`config.mk`:
```
export PLATFORM = sky130hd
export DESIGN_NAME = usb_reset_detect_hs_handshake
export DESIGN_NICKNAME = d
export VERILOG_FILES = /design/src/common/usb_link_pkg.sv /design/src/design/usb_reset_detect_hs_handshake.sv
export SDC_FILE = /design/constraint.sdc
export NUM_CORES = 1
export LEC_CHECK = 0
export ABC_CLOCK_PERIOD_IN_PS = 4480
export BUFFER_PORTS_ARGS = -buffer_cell sky130_fd_sc_hd__buf_4
export CORE_UTILIZATION = 56
export DETAILED_ROUTE_END_ITERATION = 10
export MAX_ROUTING_LAYER = met4
export PLACE_DENSITY = 0.83
export SETUP_SLACK_MARGIN = 0.02
export SLEW_MARGIN = 25
export SYNTH_ARGS = -nofsm -noshare
export SYNTH_HDL_FRONTEND = slang
export SYNTH_SLANG_ARGS = --single-unit
export TNS_END_PERCENT = 100
```
`constraint.sdc`:
```
create_clock -name CLK -period 4.48 [get_ports CLK]
set_input_delay 0.448 -clock CLK [delete_from_list [all_inputs] [get_ports CLK]]
set_output_delay 0.448 -clock CLK [all_outputs]
set_load 0.01 [all_outputs]
```
`src/common/usb_link_pkg.sv`:
```
// Shared constants, register map and types for the USB reset detect and chirp block
package usb_link_pkg;
   // Clock rate and time conversion
   localparam int CLK_MHZ         = 40;
   localparam int REF_MHZ         = 60;       // Rate at which the chirp K cycle count is given
   localparam int IDLE_MIN_NS     = 3000000;  // 3.0 ms idle before changeover
   localparam int IDLE_MAX_NS     = 3125000;  // 3.125 ms latest changeover
   localparam int SAMPLE_MIN_NS   = 100000;   // 100 us after changeover
   localparam int SAMPLE_MAX_NS   = 875000;   // 875 us after changeover
   localparam int SE0_FS_NS       = 2500;     // 2.5 us SE0 in full speed
   localparam int CHIRP_K_REF_CYC = 66000;    // Chirp K length at REF_MHZ
   localparam int WAIT_FS_MIN_NS  = 1000000;  // 1.0 ms without downstream chirp
   localparam int WAIT_FS_MAX_NS  = 2500000;  // 2.5 ms latest fallback
   localparam int CHIRP_PAIRS     = 6;        // Alternating chirps needed

   // Least time in ns to whole cycles, rounded up, at least one
   function automatic int cyc_up(input int ns);
      int c;
      c = (ns * CLK_MHZ + 999) / 1000;
      return (c < 1) ? 1 : c;
   endfunction

   localparam int IDLE_CYC_DEF    = cyc_up(IDLE_MIN_NS);
   localparam int SAMPLE_CYC      = cyc_up(SAMPLE_MIN_NS);
   localparam int SE0_CYC         = cyc_up(SE0_FS_NS);
   localparam int CHIRP_K_CYC_DEF = (CHIRP_K_REF_CYC * CLK_MHZ + REF_MHZ - 1) / REF_MHZ;
   localparam int WAIT_FS_CYC_DEF = cyc_up(WAIT_FS_MIN_NS);
   localparam int CNT_W           = 18;

   // Register byte offsets
   localparam logic [7:0] OFS_CTRL    = 8'h00;
   localparam logic [7:0] OFS_STAT    = 8'h04;
   localparam logic [7:0] OFS_IEN     = 8'h08;
   localparam logic [7:0] OFS_TOP_IEN = 8'h0C;
   localparam logic [7:0] OFS_XCVR    = 8'h10;

   // Field positions
   localparam int B_START   = 0;
   localparam int B_DIS_DET = 1;
   localparam int B_ACT_ALL = 2;
   localparam int B_RESET   = 0;
   localparam int B_CHIRP   = 1;
   localparam int B_SUSP    = 2;

   // Line state and operating mode codes
   localparam logic [1:0] LS_SE0     = 2'h0;
   localparam logic [1:0] LS_J       = 2'h1;
   localparam logic [1:0] LS_K       = 2'h2;
   localparam logic [1:0] OPM_NORMAL = 2'h0;
   localparam logic [1:0] OPM_RAW    = 2'h2;

   // Reset values
   localparam logic [2:0] CTRL_RST = 3'h0;
   localparam logic [2:0] STAT_RST = 3'h0;

   typedef enum logic [2:0] {ST_FS, ST_HS, ST_HS_SAMPLE, ST_CHIRP_K, ST_WAIT_CHIRP} link_state_t;

   typedef struct packed {
      logic       speed_sel;  // 1 = full speed
      logic       term_sel;   // 1 = full speed termination
      logic [1:0] op_mode;
      logic       tx_valid;
      logic [7:0] tx_data;
   } xcvr_ctrl_t;

   localparam xcvr_ctrl_t XCVR_RST = '{speed_sel: 1'b1, term_sel: 1'b1, op_mode: OPM_NORMAL,
                                       tx_valid: 1'b0, tx_data: 8'h00};
endpackage

```
`src/design/usb_reset_detect_hs_handshake.sv`:
```
// USB bus reset detection and device side high speed detection handshake
//
// Contract
// - High speed idle 3 ms switches transceiver and termination to full speed.
// - Sample line 100-875 us after changeover; SE0 flags reset, J flags suspend.
// - Idle changeover happens no earlier than 3.0 ms, no later than 3.125 ms.
// - Interrupt low as reset or chirp flag sets, if both enables are set.
// - Full speed SE0 held 2.5 us sets the bus reset flag.
// - Handshake starts with full speed transceiver and termination selected.
// - Start chirp forces raw operating mode and all zero transmit data.
// - Chirp K sent on high speed transceiver before 6.0 ms after reset start.
// - Chirp K lasts 66,000 cycles at 60 MHz, ends before 7.0 ms.
// - After chirp K, wait for downstream chirps, starting within 100 us.
// - No downstream chirp within 1.0-2.5 ms: fall back to full speed, complete.
// - Six alternating downstream chirps: high speed termination, complete handshake.
//
// Local design decisions: the APB interface to the registers and the register offsets.
`timescale 1ns/1ps
module usb_reset_detect_hs_handshake
   import usb_link_pkg::*;
#(
   parameter int IDLE_CYC    = IDLE_CYC_DEF,
   parameter int CHIRP_K_CYC = CHIRP_K_CYC_DEF,
   parameter int WAIT_FS_CYC = WAIT_FS_CYC_DEF
) (
   input  logic        CLK,
   input  logic        RST_N,
   input  logic        PSEL,
   input  logic        PENABLE,
   input  logic        PWRITE,
   input  logic [7:0]  PADDR,
   input  logic [31:0] PWDATA,
   output logic [31:0] PRDATA,
   output logic        PREADY,
   output logic        PSLVERR,
   input  logic [1:0]  LINE_STATE,
   input  logic        BUS_ACTIVITY,
   output xcvr_ctrl_t  XCVR_CTRL,
   output logic        ACTIVATE_ALL_CLK,
   output logic        INTERRUPT_OUT_N
);

   logic [1:0]       ls_s1_q;
   logic [1:0]       ls_s2_q;
   link_state_t      state_q;
   logic [CNT_W-1:0] cnt_q;
   logic [2:0]       chirp_cnt_q;
   logic [1:0]       last_chirp_q;
   xcvr_ctrl_t       xcvr_q;
   logic             fs_result_q;
   logic             start_chirp_q;
   logic             det_dis_q;
   logic             act_all_q;
   logic [2:0]       stat_q;
   logic [2:0]       stat_d;
   logic [2:0]       ien_q;
   logic             top_ien_q;
   logic [31:0]      prdata_q;
   logic             set_reset;
   logic             set_susp;
   logic             set_chirp;
   logic             hs_active;
   logic             se0;
   logic             chirp_seen;
   logic             wr;
   logic             addr_ok;

   // Line state synchroniser
   always_ff @(posedge CLK) begin
      if (!RST_N) begin
         ls_s1_q <= LS_SE0;
         ls_s2_q <= LS_SE0;
      end else begin
         ls_s1_q <= LINE_STATE;
         ls_s2_q <= ls_s1_q;
      end
   end

   // Line decodes
   assign se0        = (ls_s2_q == LS_SE0);
   assign hs_active  = BUS_ACTIVITY || (ls_s2_q == LS_J);
   assign chirp_seen = ((ls_s2_q == LS_K) || (ls_s2_q == LS_J)) && (ls_s2_q != last_chirp_q);

   // Event strobes from the link state machine
   assign set_reset = (!det_dis_q && state_q == ST_FS && se0 && cnt_q == CNT_W'(SE0_CYC - 1)) ||
                      (state_q == ST_HS_SAMPLE && cnt_q == CNT_W'(SAMPLE_CYC - 1) && se0);
   assign set_susp  = state_q == ST_HS_SAMPLE && cnt_q == CNT_W'(SAMPLE_CYC - 1) && !se0;
   assign set_chirp = state_q == ST_WAIT_CHIRP &&
                      ((cnt_q == CNT_W'(WAIT_FS_CYC - 1) && !chirp_seen) ||
                       (chirp_seen && chirp_cnt_q == 3'(CHIRP_PAIRS - 1)));

   // Link state machine, duration counter and transceiver controls
   always_ff @(posedge CLK) begin
      if (!RST_N) begin
         state_q      <= ST_FS;
         cnt_q        <= '0;
         chirp_cnt_q  <= 3'h0;
         last_chirp_q <= LS_SE0;
         xcvr_q       <= XCVR_RST;
         fs_result_q  <= 1'b1;
      end else begin
         case (state_q)
            ST_FS: begin
               if (start_chirp_q) begin
                  // Raw mode, zero data, high speed transceiver drives chirp K
                  state_q          <= ST_CHIRP_K;
                  cnt_q            <= '0;
                  xcvr_q.op_mode   <= OPM_RAW;
                  xcvr_q.tx_data   <= 8'h00;
                  xcvr_q.speed_sel <= 1'b0;
                  xcvr_q.tx_valid  <= 1'b1;
               end else if (!se0) begin
                  cnt_q <= '0;
               end else if (cnt_q != CNT_W'(SE0_CYC)) begin
                  cnt_q <= cnt_q + 1'b1;
               end
            end
            ST_HS: begin
               if (hs_active || det_dis_q) begin
                  cnt_q <= '0;
               end else if (cnt_q == CNT_W'(IDLE_CYC - 1)) begin
                  state_q          <= ST_HS_SAMPLE;
                  cnt_q            <= '0;
                  xcvr_q.speed_sel <= 1'b1;
                  xcvr_q.term_sel  <= 1'b1;
               end else begin
                  cnt_q <= cnt_q + 1'b1;
               end
            end
            ST_HS_SAMPLE: begin
               if (cnt_q == CNT_W'(SAMPLE_CYC - 1)) begin
                  state_q <= ST_FS;
                  cnt_q   <= '0;
               end else begin
                  cnt_q <= cnt_q + 1'b1;
               end
            end
            ST_CHIRP_K: begin
               if (cnt_q == CNT_W'(CHIRP_K_CYC - 1)) begin
                  state_q         <= ST_WAIT_CHIRP;
                  cnt_q           <= '0;
                  xcvr_q.tx_valid <= 1'b0;
                  chirp_cnt_q     <= 3'h0;
                  last_chirp_q    <= LS_SE0;
               end else begin
                  cnt_q <= cnt_q + 1'b1;
               end
            end
            ST_WAIT_CHIRP: begin
               if (chirp_seen) begin
                  cnt_q        <= '0;
                  last_chirp_q <= ls_s2_q;
                  chirp_cnt_q  <= chirp_cnt_q + 1'b1;
                  if (chirp_cnt_q == 3'(CHIRP_PAIRS - 1)) begin
                     state_q         <= ST_HS;
                     xcvr_q.term_sel <= 1'b0;
                     xcvr_q.op_mode  <= OPM_NORMAL;
                     fs_result_q     <= 1'b0;
                  end
               end else if (cnt_q == CNT_W'(WAIT_FS_CYC - 1)) begin
                  state_q          <= ST_FS;
                  cnt_q            <= '0;
                  xcvr_q.speed_sel <= 1'b1;
                  xcvr_q.op_mode   <= OPM_NORMAL;
                  fs_result_q      <= 1'b1;
               end else begin
                  cnt_q <= cnt_q + 1'b1;
               end
            end
            default: begin
               state_q <= ST_FS;
               xcvr_q  <= XCVR_RST;
            end
         endcase
      end
   end

   // APB decode
   assign wr      = PSEL && PENABLE && PWRITE;
   assign addr_ok = PADDR == OFS_CTRL || PADDR == OFS_STAT || PADDR == OFS_IEN ||
                    PADDR == OFS_TOP_IEN || PADDR == OFS_XCVR;

   // Control bits, start chirp cleared by hardware on completion
   always_ff @(posedge CLK) begin
      if (!RST_N) begin
         start_chirp_q <= CTRL_RST[B_START];
         det_dis_q     <= CTRL_RST[B_DIS_DET];
         act_all_q     <= CTRL_RST[B_ACT_ALL];
      end else begin
         if (wr && PADDR == OFS_CTRL) begin
            start_chirp_q <= PWDATA[B_START];
            det_dis_q     <= PWDATA[B_DIS_DET];
            act_all_q     <= PWDATA[B_ACT_ALL];
         end
         if (set_chirp) begin
            start_chirp_q <= 1'b0;
         end
      end
   end

   // Sticky status, set wins over write one to clear
   always_comb begin
      stat_d = stat_q;
      if (wr && PADDR == OFS_STAT) begin
         stat_d = stat_q & ~PWDATA[2:0];
      end
      stat_d[B_RESET] = stat_d[B_RESET] | set_reset;
      stat_d[B_SUSP]  = stat_d[B_SUSP] | set_susp;
      stat_d[B_CHIRP] = stat_d[B_CHIRP] | set_chirp;
   end

   // Status and enable registers
   always_ff @(posedge CLK) begin
      if (!RST_N) begin
         stat_q    <= STAT_RST;
         ien_q     <= 3'h0;
         top_ien_q <= 1'b0;
      end else begin
         stat_q <= stat_d;
         if (wr && PADDR == OFS_IEN) begin
            ien_q <= PWDATA[2:0];
         end
         if (wr && PADDR == OFS_TOP_IEN) begin
            top_ien_q <= PWDATA[0];
         end
      end
   end

   // Read data captured in the setup phase
   always_ff @(posedge CLK) begin
      if (!RST_N) begin
         prdata_q <= 32'h0000_0000;
      end else if (PSEL && !PENABLE) begin
         case (PADDR)
            OFS_CTRL:    prdata_q <= {29'h0000_0000, act_all_q, det_dis_q, start_chirp_q};
            OFS_STAT:    prdata_q <= {29'h0000_0000, stat_q};
            OFS_IEN:     prdata_q <= {29'h0000_0000, ien_q};
            OFS_TOP_IEN: prdata_q <= {31'h0000_0000, top_ien_q};
            OFS_XCVR:    prdata_q <= {25'h0000_0000, ls_s2_q, fs_result_q, xcvr_q.op_mode,
                                      xcvr_q.term_sel, xcvr_q.speed_sel};
            default:     prdata_q <= 32'h0000_0000;
         endcase
      end
   end

   // Outputs
   assign PRDATA           = prdata_q;
   assign PREADY           = 1'b1;
   assign PSLVERR          = PSEL && PENABLE && !addr_ok;
   assign XCVR_CTRL        = xcvr_q;
   assign ACTIVATE_ALL_CLK = act_all_q;
   assign INTERRUPT_OUT_N  = !(top_ien_q && ((stat_q & ien_q) != 3'h0));

   // Checks
   property p_int_on_flag;
      @(posedge CLK) disable iff (!RST_N)
      (set_reset && ien_q[B_RESET] && top_ien_q) |=> !INTERRUPT_OUT_N;
   endproperty
   a_int_on_flag: assert property (p_int_on_flag) else $error("Interrupt missing on reset flag");

   property p_int_chirp;
      @(posedge CLK) disable iff (!RST_N)
      (set_chirp && ien_q[B_CHIRP] && top_ien_q) |=> !INTERRUPT_OUT_N && stat_q[B_CHIRP];
   endproperty
   a_int_chirp: assert property (p_int_chirp) else $error("Interrupt missing on chirp flag");

   property p_fs_reset;
      @(posedge CLK) disable iff (!RST_N)
      (state_q == ST_FS && !det_dis_q && !start_chirp_q && se0 && cnt_q == CNT_W'(SE0_CYC - 1))
         |=> stat_q[B_RESET];
   endproperty
   a_fs_reset: assert property (p_fs_reset) else $error("Full speed SE0 did not flag reset");

   property p_hs_changeover;
      @(posedge CLK) disable iff (!RST_N)
      (state_q == ST_HS && $past(state_q) == ST_HS) |-> !xcvr_q.speed_sel && !xcvr_q.term_sel;
   endproperty
   a_hs_changeover: assert property (p_hs_changeover) else $error("Early changeover in high speed");

   property p_idle_fs;
      @(posedge CLK) disable iff (!RST_N)
      (state_q == ST_HS && !hs_active && !det_dis_q && cnt_q == CNT_W'(IDLE_CYC - 1))
         |=> xcvr_q.speed_sel && xcvr_q.term_sel && state_q == ST_HS_SAMPLE && cnt_q == '0;
   endproperty
   a_idle_fs: assert property (p_idle_fs) else $error("Idle changeover wrong");

   property p_sample;
      @(posedge CLK) disable iff (!RST_N)
      (state_q == ST_HS_SAMPLE && cnt_q == CNT_W'(SAMPLE_CYC - 1)) |=> (stat_q[B_RESET] || stat_q[B_SUSP]);
   endproperty
   a_sample: assert property (p_sample) else $error("Line sample set no flag");

   property p_chirp_k;
      @(posedge CLK) disable iff (!RST_N)
      state_q == ST_CHIRP_K |-> xcvr_q.op_mode == OPM_RAW && xcvr_q.tx_data == 8'h00 &&
                                xcvr_q.tx_valid && !xcvr_q.speed_sel && xcvr_q.term_sel;
   endproperty
   a_chirp_k: assert property (p_chirp_k) else $error("Chirp K drive wrong");

   property p_chirp_len;
      @(posedge CLK) disable iff (!RST_N)
      $fell(xcvr_q.tx_valid) |-> $past(cnt_q) == CNT_W'(CHIRP_K_CYC - 1) && state_q == ST_WAIT_CHIRP;
   endproperty
   a_chirp_len: assert property (p_chirp_len) else $error("Chirp K length wrong");

   property p_fallback;
      @(posedge CLK) disable iff (!RST_N)
      (state_q == ST_WAIT_CHIRP && !chirp_seen && cnt_q == CNT_W'(WAIT_FS_CYC - 1))
         |=> xcvr_q.speed_sel && fs_result_q && !start_chirp_q && stat_q[B_CHIRP];
   endproperty
   a_fallback: assert property (p_fallback) else $error("Full speed fallback wrong");

   property p_hs_done;
      @(posedge CLK) disable iff (!RST_N)
      (state_q == ST_WAIT_CHIRP && chirp_seen && chirp_cnt_q == 3'(CHIRP_PAIRS - 1))
         |=> !xcvr_q.term_sel && !fs_result_q && !start_chirp_q && stat_q[B_CHIRP] && state_q == ST_HS;
   endproperty
   a_hs_done: assert property (p_hs_done) else $error("High speed completion wrong");

   c_fs_reset: cover property (@(posedge CLK) disable iff (!RST_N) $rose(stat_q[B_RESET]));
   c_fallback: cover property (@(posedge CLK) disable iff (!RST_N) state_q == ST_WAIT_CHIRP ##1 state_q == ST_FS);
   c_hs_done:  cover property (@(posedge CLK) disable iff (!RST_N) state_q == ST_WAIT_CHIRP ##1 state_q == ST_HS);
   c_suspend:  cover property (@(posedge CLK) disable iff (!RST_N) $rose(stat_q[B_SUSP]));

endmodule

```
==> results of run 1 <==
[kinds of logic after synthesis]
| logic type | count (synthesis) |
|---|---|
| flip-flops | 52 |
| adder cells (fa/ha/maj) | 6 |
| multiplexers | 11 |
| AO/OA/AOI/OAI | 87 |
| buffers and inverters | 73 |
| AND/OR/NAND/NOR | 164 |
| XOR/XNOR | 6 |
| other | 2 |
[critical path, cell delays in order (launching register included)]
cell      delay, ps
dfxtp_1         430
nor2_1          370
nand2_1         220
a211oi_1        520
o41a_1          710
nand2_1         370
o22ai_1         240
[synth_stat cells, types with 3 or more instances]
cell type	n	area (µm²)
ha_1	6	75.1
and3_1	5	31.3
a31oi_1	12	75.1
nor2b_1	3	18.8
nor2_1	34	128
buf_4	36	270
o22ai_1	6	37.5
buf_2	6	30.0
nor4_1	7	43.8
a21o_1	4	30.0
a211oi_1	5	37.5
mux2i_1	9	90.1
or3_1	6	37.5
inv_1	20	75.1
a21oi_1	26	130
and2_1	7	43.8
xor2_1	6	52.6
nand2_1	42	158
clkbuf_1	10	37.5
a222oi_1	3	30.0
nand3_1	22	110
a22oi_1	6	45.0
dfxtp_1	52	1040
nor3_1	5	25.0
nand4_1	3	18.8
o21ai_0	9	45.0
nand2b_1	9	56.3
[final cells by class]
type                            count  area share [%]
Multi-Input combinational cell    309            54.5
Sequential cell                    52            30.9
Timing Repair Buffer               33            7.36
Tap cell                           72            2.68
Inverter                           20            2.23
Clock buffer                        6            2.16
Clock inverter                      1           0.149
[metrics by stage]
stage | util [%] | cell area, µm²
detailed placement | 60.1 | 3290
floorplan | - | 3290
CTS | 61.5 | 3370
finish | 61.5 | 3370
global placement | 60.1 | 3290
global route | 61.5 | 3370
[worst paths after layout]
check | startpoint | to | slack [ps]
max reg2reg | state_q[0]$_SDFFE_PN0P_ | cnt_q[4]$_SDFFE_PN0P_ | 1540
max | state_q[0]$_SDFFE_PN0P_ | cnt_q[4]$_SDFFE_PN0P_ | 1540
min | LINE_STATE[0] | ls_s1_q[0]$_SDFF_PN0_ | 340
min reg2reg | ls_s1_q[0]$_SDFF_PN0_ | ls_s2_q[0]$_SDFF_PN0_ | 440
[power breakdown]
group / internal [mW] / switching, mW
logic: 0.144 / 0.216
registers: 0.490 / 0.0436
clock network: 0.107 / 0.144
total: 0.740 / 0.404
[per-layer routing]
layer,track usage [%],vias to the layer above
met5,-,-
met4,7.17,0
met3,3.93,11
met2,37.2,95
met1,31.4,1309
li1,-,1385
[flip-flops by register name, summed over array words and instances, names as in the netlist]
register          flops
ACTIVATE_ALL_CLK      1
PRDATA                7
XCVR_CTRL             4
chirp_cnt_q           3
cnt_q                18
det_dis_q             1
fs_result_q           1
ien_q                 3
last_chirp_q          2
ls_s1_q               2
ls_s2_q               2
start_chirp_q         1
stat_q                3
state_q               3
top_ien_q             1
==> metrics, run 1 <==
outcome=finished clean; Peak VDD IR=0.000185 V; Routed WL per cell=about 14 µm; simple-gate share of the synthesized area=28.2%; final hold violation count=0; Avg Synthesized Cell Area=approximately 7.9 µm²; H-tree depth=2; max frequency=0.341 GHz; largest net degree at the start of global routing=32; Synth Instances=401; Clock Path Buffers=2; routed wire length=6770 µm; clock root cell=clkbuf_8; post-synthesis compound-gate area fraction=18.0%; CP Launch Type=flop; drt first pass iters=4; Final Slew Violations=0; grt total ovfl=0; register area share after synthesis=32.8%; xor and xnor fraction of the mapped netlist area=between 1.5 and 2%; routed wl met3=between 300 and 400 µm; Starting Density=between 50 and 60%; Die W=77.2 µm; vias in the first global route=2439; multi-input logic area=1840 µm²; R2R cell count=6; # fillers=486; core area=5470 µm²; worst-skew pair later-pin latency=300 ps; die area=slightly below 6000 µm²; # Post-CTS Setup Buffers=0; vias=2800; Reg area=1040 µm²; Area growth syn-to-layout=6.24%; number of synthesized flops with an enable pin=0; commonest cells after routing, fill and taps aside=dfxtp_1, nand2_1, conb_1; leakage=1.32 nW; io pins=97; Rel. slew slack=49.7%; Final HPWL DP=4910 µm; Die Y=77.2 µm; ANT nets after route=0; dpl ws=1650 ps; overall power=approximately 1.1 mW; slew at the pin closest to its max-slew limit=755 ps; top_reg_cell synth=dfxtp_1; TNS Setup=0 ps; Worst Path Required=4710 ps; main combinational cell family by area after synthesis=simple AND/OR/NAND/NOR gates; Ant. Diodes=0; Unique masters post-synth=61; unrepaired setup endpoints after global routing=no; ratio of final minimum period to clock period=65.5%; proportion of layout cells with a drive suffix above 1=about an eighth; mux contribution to synthesized area=between 3 and 4%; #FFs+latches synth=52; pwr dens=340 nW/µm²; Adder-Cell Fraction of Synth Area=2.37%; crit path kind=reg -> reg; Max Cap Viol=0; top sig layer=met4; hold bufs inserted after CTS=0; Syn. warnings=0; Remaining DRCs=0; Final WS setup=between 1500 and 2000 ps; Sink Count=52; Layout Nets=475; DR vias/cell=5.68; initial drt markers=172; HP Class=in -> reg; final hold slack=344 ps; fin crit period=roughly 3000 ps; Post-CTS Resized=0; Synth async-reset ratio=0%; Syn Std Cell Area=around 3200 µm²; total track usage=23.8%; Site Rows=27; wl on met1=3110 µm; GP Congestion=0.881; clock skew=4.35 ps; port bufs=32; Placed Cells=486; CTS tree=yes; first-pass GRT wire length=~11000 µm; commonest non-fill, non-tap cell in the layout=dfxtp_1; initial antenna violation count=0; WHS Path Cells=2; Post-Layout Cell Count=a little under 500; Clk pin slew, worst setup/hold paths=90 ps; clock buffer count from CTS=5; setup violators final=0; routed wl met2=about 3200 µm; nature of the critical path endpoint=flop; crit path max fanout=21; Arr. time, crit path=3170 ps
(Power assumes the default switching activity.)
==> run 2, diff against run 1 <==
--- a/config.mk
+++ b/config.mk
@@ -5,12 +5,13 @@
 export SDC_FILE = /design/constraint.sdc
 export NUM_CORES = 1
 export LEC_CHECK = 0
-export ABC_CLOCK_PERIOD_IN_PS = 4480
+export ABC_AREA = 1
+export ABC_CLOCK_PERIOD_IN_PS = 2600
 export BUFFER_PORTS_ARGS = -buffer_cell sky130_fd_sc_hd__buf_4
-export CORE_UTILIZATION = 56
+export CORE_UTILIZATION = 47
 export DETAILED_ROUTE_END_ITERATION = 10
 export MAX_ROUTING_LAYER = met4
-export PLACE_DENSITY = 0.83
+export PLACE_DENSITY = 0.73
 export SETUP_SLACK_MARGIN = 0.02
 export SLEW_MARGIN = 25
 export SYNTH_ARGS = -nofsm -noshare
==> constraint.sdc (replaced) <==
create_clock -name CLK -period 2.6 [get_ports CLK]
set_input_delay 0.26 -clock CLK [delete_from_list [all_inputs] [get_ports CLK]]
set_output_delay 0.26 -clock CLK [all_outputs]
set_load 0.01 [all_outputs]
==> metrics, run 2 <==
Synth async-reset ratio=0% (unchanged); nature of the critical path endpoint=flop; Remaining DRCs=0 (unchanged); clock root cell=clkbuf_8; proportion of layout cells with a drive suffix above 1=16.0% (+4.2 points); CP max stage delay=370 ps (-340 ps); Avg Synthesized Cell Area=6.63 µm² (-16%); WHS Path Cells=3 (+1); Site Rows=30 (+11%); drt first pass iters=4 (unchanged); hold bufs inserted after CTS=0 (unchanged); Syn. warnings=0 (unchanged); max reg flops=18 (unchanged); combinational power share=26.7% (-4.7 points); die area=7380 µm² (+24%); initial drt markers=142 (-17%); DR vias/cell=4.73 (-17%); #FFs+latches synth=52 (unchanged); Post-CTS Resized=0 (unchanged); CP Launch Type=flop; Max Cap Viol=0 (unchanged); R2R cell count=12 (+6); fin area=3610 µm² (+7.1%); CP max stage cell=dfxtp_1; vias in the first global route=2613 (+7.1%); io pins=97 (unchanged); core area=6790 µm² (+24%); commonest cells after routing, fill and taps aside=nand2_1, inv_1, nor2_1; Clk pin slew, worst setup/hold paths=100 ps (about the same); commonest non-fill, non-tap cell in the layout=nand2_1; outcome=finished clean; Ant. Diodes=0 (unchanged); largest net degree at the start of global routing=28 (-13%); clock skew=10.2 ps (+5.83 ps); Die Y=85.9 µm (+11%); sw power=0.676 mW (+68%); crit path max fanout=12 (-43%); Synth Instances=499 (+24%); Worst Path Required=2800 ps (-1910 ps); Syn Std Cell Area=3310 µm² (+4.3%); Worst Path Buf+Inv=1 (+1); total track usage=20.7% (-3.1 points); final hold slack=135 ps (-209 ps); Final Slew Violations=0 (unchanged); leading area contributor after synthesis=dfxtp_1; # fillers=683 (+41%); Arr. time, crit path=2210 ps (-960 ps); final hold violation count=0 (unchanged); Starting Density=48.7% (-9.2 points); HP Class=in -> reg; Reg power frac=43.8% (-2.8 points); # Post-CTS Setup Buffers=0 (unchanged); Clock power frac=29.5% (+7.6 points); GP Congestion=0.983 (+11%); cell mode on critical path=nor2_2; Worst path top cell family by delay=simple AND/OR/NAND/NOR gates; Cell Int Power=1.39 mW (+87%); worst-skew pair later-pin latency=310 ps (about the same); Area growth syn-to-layout=9.08%; crit path kind=reg -> reg; number of synthesized flops with an enable pin=0 (unchanged); post-synth top area share=31.5% (-1.4 points); CTS tree=yes; first-pass GRT wire length=11800 µm (+5.0%); cells along the critical path=ha_1 -> nand3_1 -> nor2_2 -> inv_2 -> nor2_2 -> nor2_2 -> nor2_1 -> nand2_1 -> nand2_1 -> nand2_2 -> nand2_4 -> nor2_1; Peak VDD IR=0.000265 V (+43%); Die W=85.9 µm (+11%); routed wire length=7110 µm (+4.9%); max frequency=0.499 GHz (+46%); Unique masters post-synth=35 (-43%); switch share=32.8% (-2.5 points); synth cell count leaders=nand2_1, inv_1, nor2_1; fin crit period=2010 ps (-931 ps); pwr dens=571 nW/µm² (+68%); vias=2962 (+5.8%); setup violators final=0 (unchanged); H-tree depth=2 (unchanged); initial antenna violation count=0 (unchanged); unrepaired setup endpoints after global routing=no; largest reg by FF count=cnt_q; Sink Count=52 (unchanged); Clock Path Buffers=2 (unchanged); grt total ovfl=0 (unchanged); Levels on crit path=12 (+6); Routed WL per cell=11.3 µm (-17%); Placed Area=3480 µm² (+5.8%); slew at the pin closest to its max-slew limit=588 ps (-166 ps); Final HPWL DP=5510 µm (+12%); top_reg_cell synth=dfxtp_1; register area share after synthesis=31.5% (-1.4 points); TNS Setup=0 ps (unchanged); ratio of final minimum period to clock period=77.1% (+12 points); overall power=2.06 mW (+80%); top cells by area in the synthesized netlist=dfxtp_1, nand2_1, buf_4; clock buffer count from CTS=5 (unchanged); Layout Nets=583 (+23%); leakage=1.62 nW (+23%); port bufs=32 (unchanged); ANT nets after route=0 (unchanged); top-count cell post-synth=nand2_1; Rel. slew slack=60.6% (+11 points)
-- run 2: cell count changes in the layout (fill, tap and decap cells not counted), moves of 20 or more --
cell / delta
nor2_1: +32
inv_1: +47
nand2_1: +54
nor2_2: +20
-- run 2: power by group through the flow --
stage          sequential [mW]  combinational, mW  clock (mW)
2_1_floorplan            0.921              0.444           0
3_3_place_gp             0.921              0.539           0
3_5_place_dp             0.921              0.545           0
4_1_cts                  0.904              0.549       0.615
5_1_grt                  0.912              0.615       0.646
6_report                 0.903              0.550       0.609
-- run 2: cells by family after synthesis --
family                   count (synthesis)  synth area share, %
buffers and inverters                  118                 18.1
other                                    2                0.227
XOR/XNOR                                15                 3.97
AND/OR/NAND/NOR                        253                 35.0
adder cells (fa/ha/maj)                  6                 2.27
AO/OA/AOI/OAI                           53                 9.01
flip-flops                              52                 31.5
-- run 2: layout make-up --
type,count,area [µm²],area share [%]
clock inverters,1,30.0,0.832
inverters,76,288,7.98
repair buffers,32,240,6.66
flip-flops and latches,52,1040,28.9
well taps,96,120,3.33
clock buffers,7,96.3,2.67
multi-input cells,362,1790,49.7
-- run 2: final timing paths --
path                          from                     end  slack, ps
max          cnt_q[0]$_SDFFE_PN0P_  cnt_q[14]$_SDFFE_PN0P_        590
max reg2reg  cnt_q[0]$_SDFFE_PN0P_  cnt_q[14]$_SDFFE_PN0P_        590
min reg2reg  ls_s1_q[1]$_SDFF_PN0_   ls_s2_q[1]$_SDFF_PN0_        420
min                  LINE_STATE[1]   ls_s1_q[1]$_SDFF_PN0_        140
-- run 2: metal layers --
layer | part of all wire, % | vias to the layer above | global-route usage (%)
met5 | 0 | - | -
met4 | 1.6 | 0 | 5.61
met3 | 3.8 | 10 | 3.27
met2 | 44 | 75 | 32.8
met1 | 50 | 1327 | 27.5
li1 | - | 1550 | -
-- run 2: stage by stage --
step	instances	setup slack (ps)	utilization, %
after floorplan	532	916	-
after global placement	618	633	51.2
after detailed placement	618	623	51.2
after CTS	626	594	53.1
after global routing	626	406	53.1
final	626	595	53.1
-- run 2: worst register-to-register path: stages, from the launching register on --
cell     delay [ps]
dfxtp_1         370
ha_1            230
nand3_1         110
nor2_2          230
inv_2            80
nor2_2          150
nor2_2           80
nor2_1          110
nand2_1         100
nand2_1          90
nand2_2          80
nand2_4         200
nor2_1           80
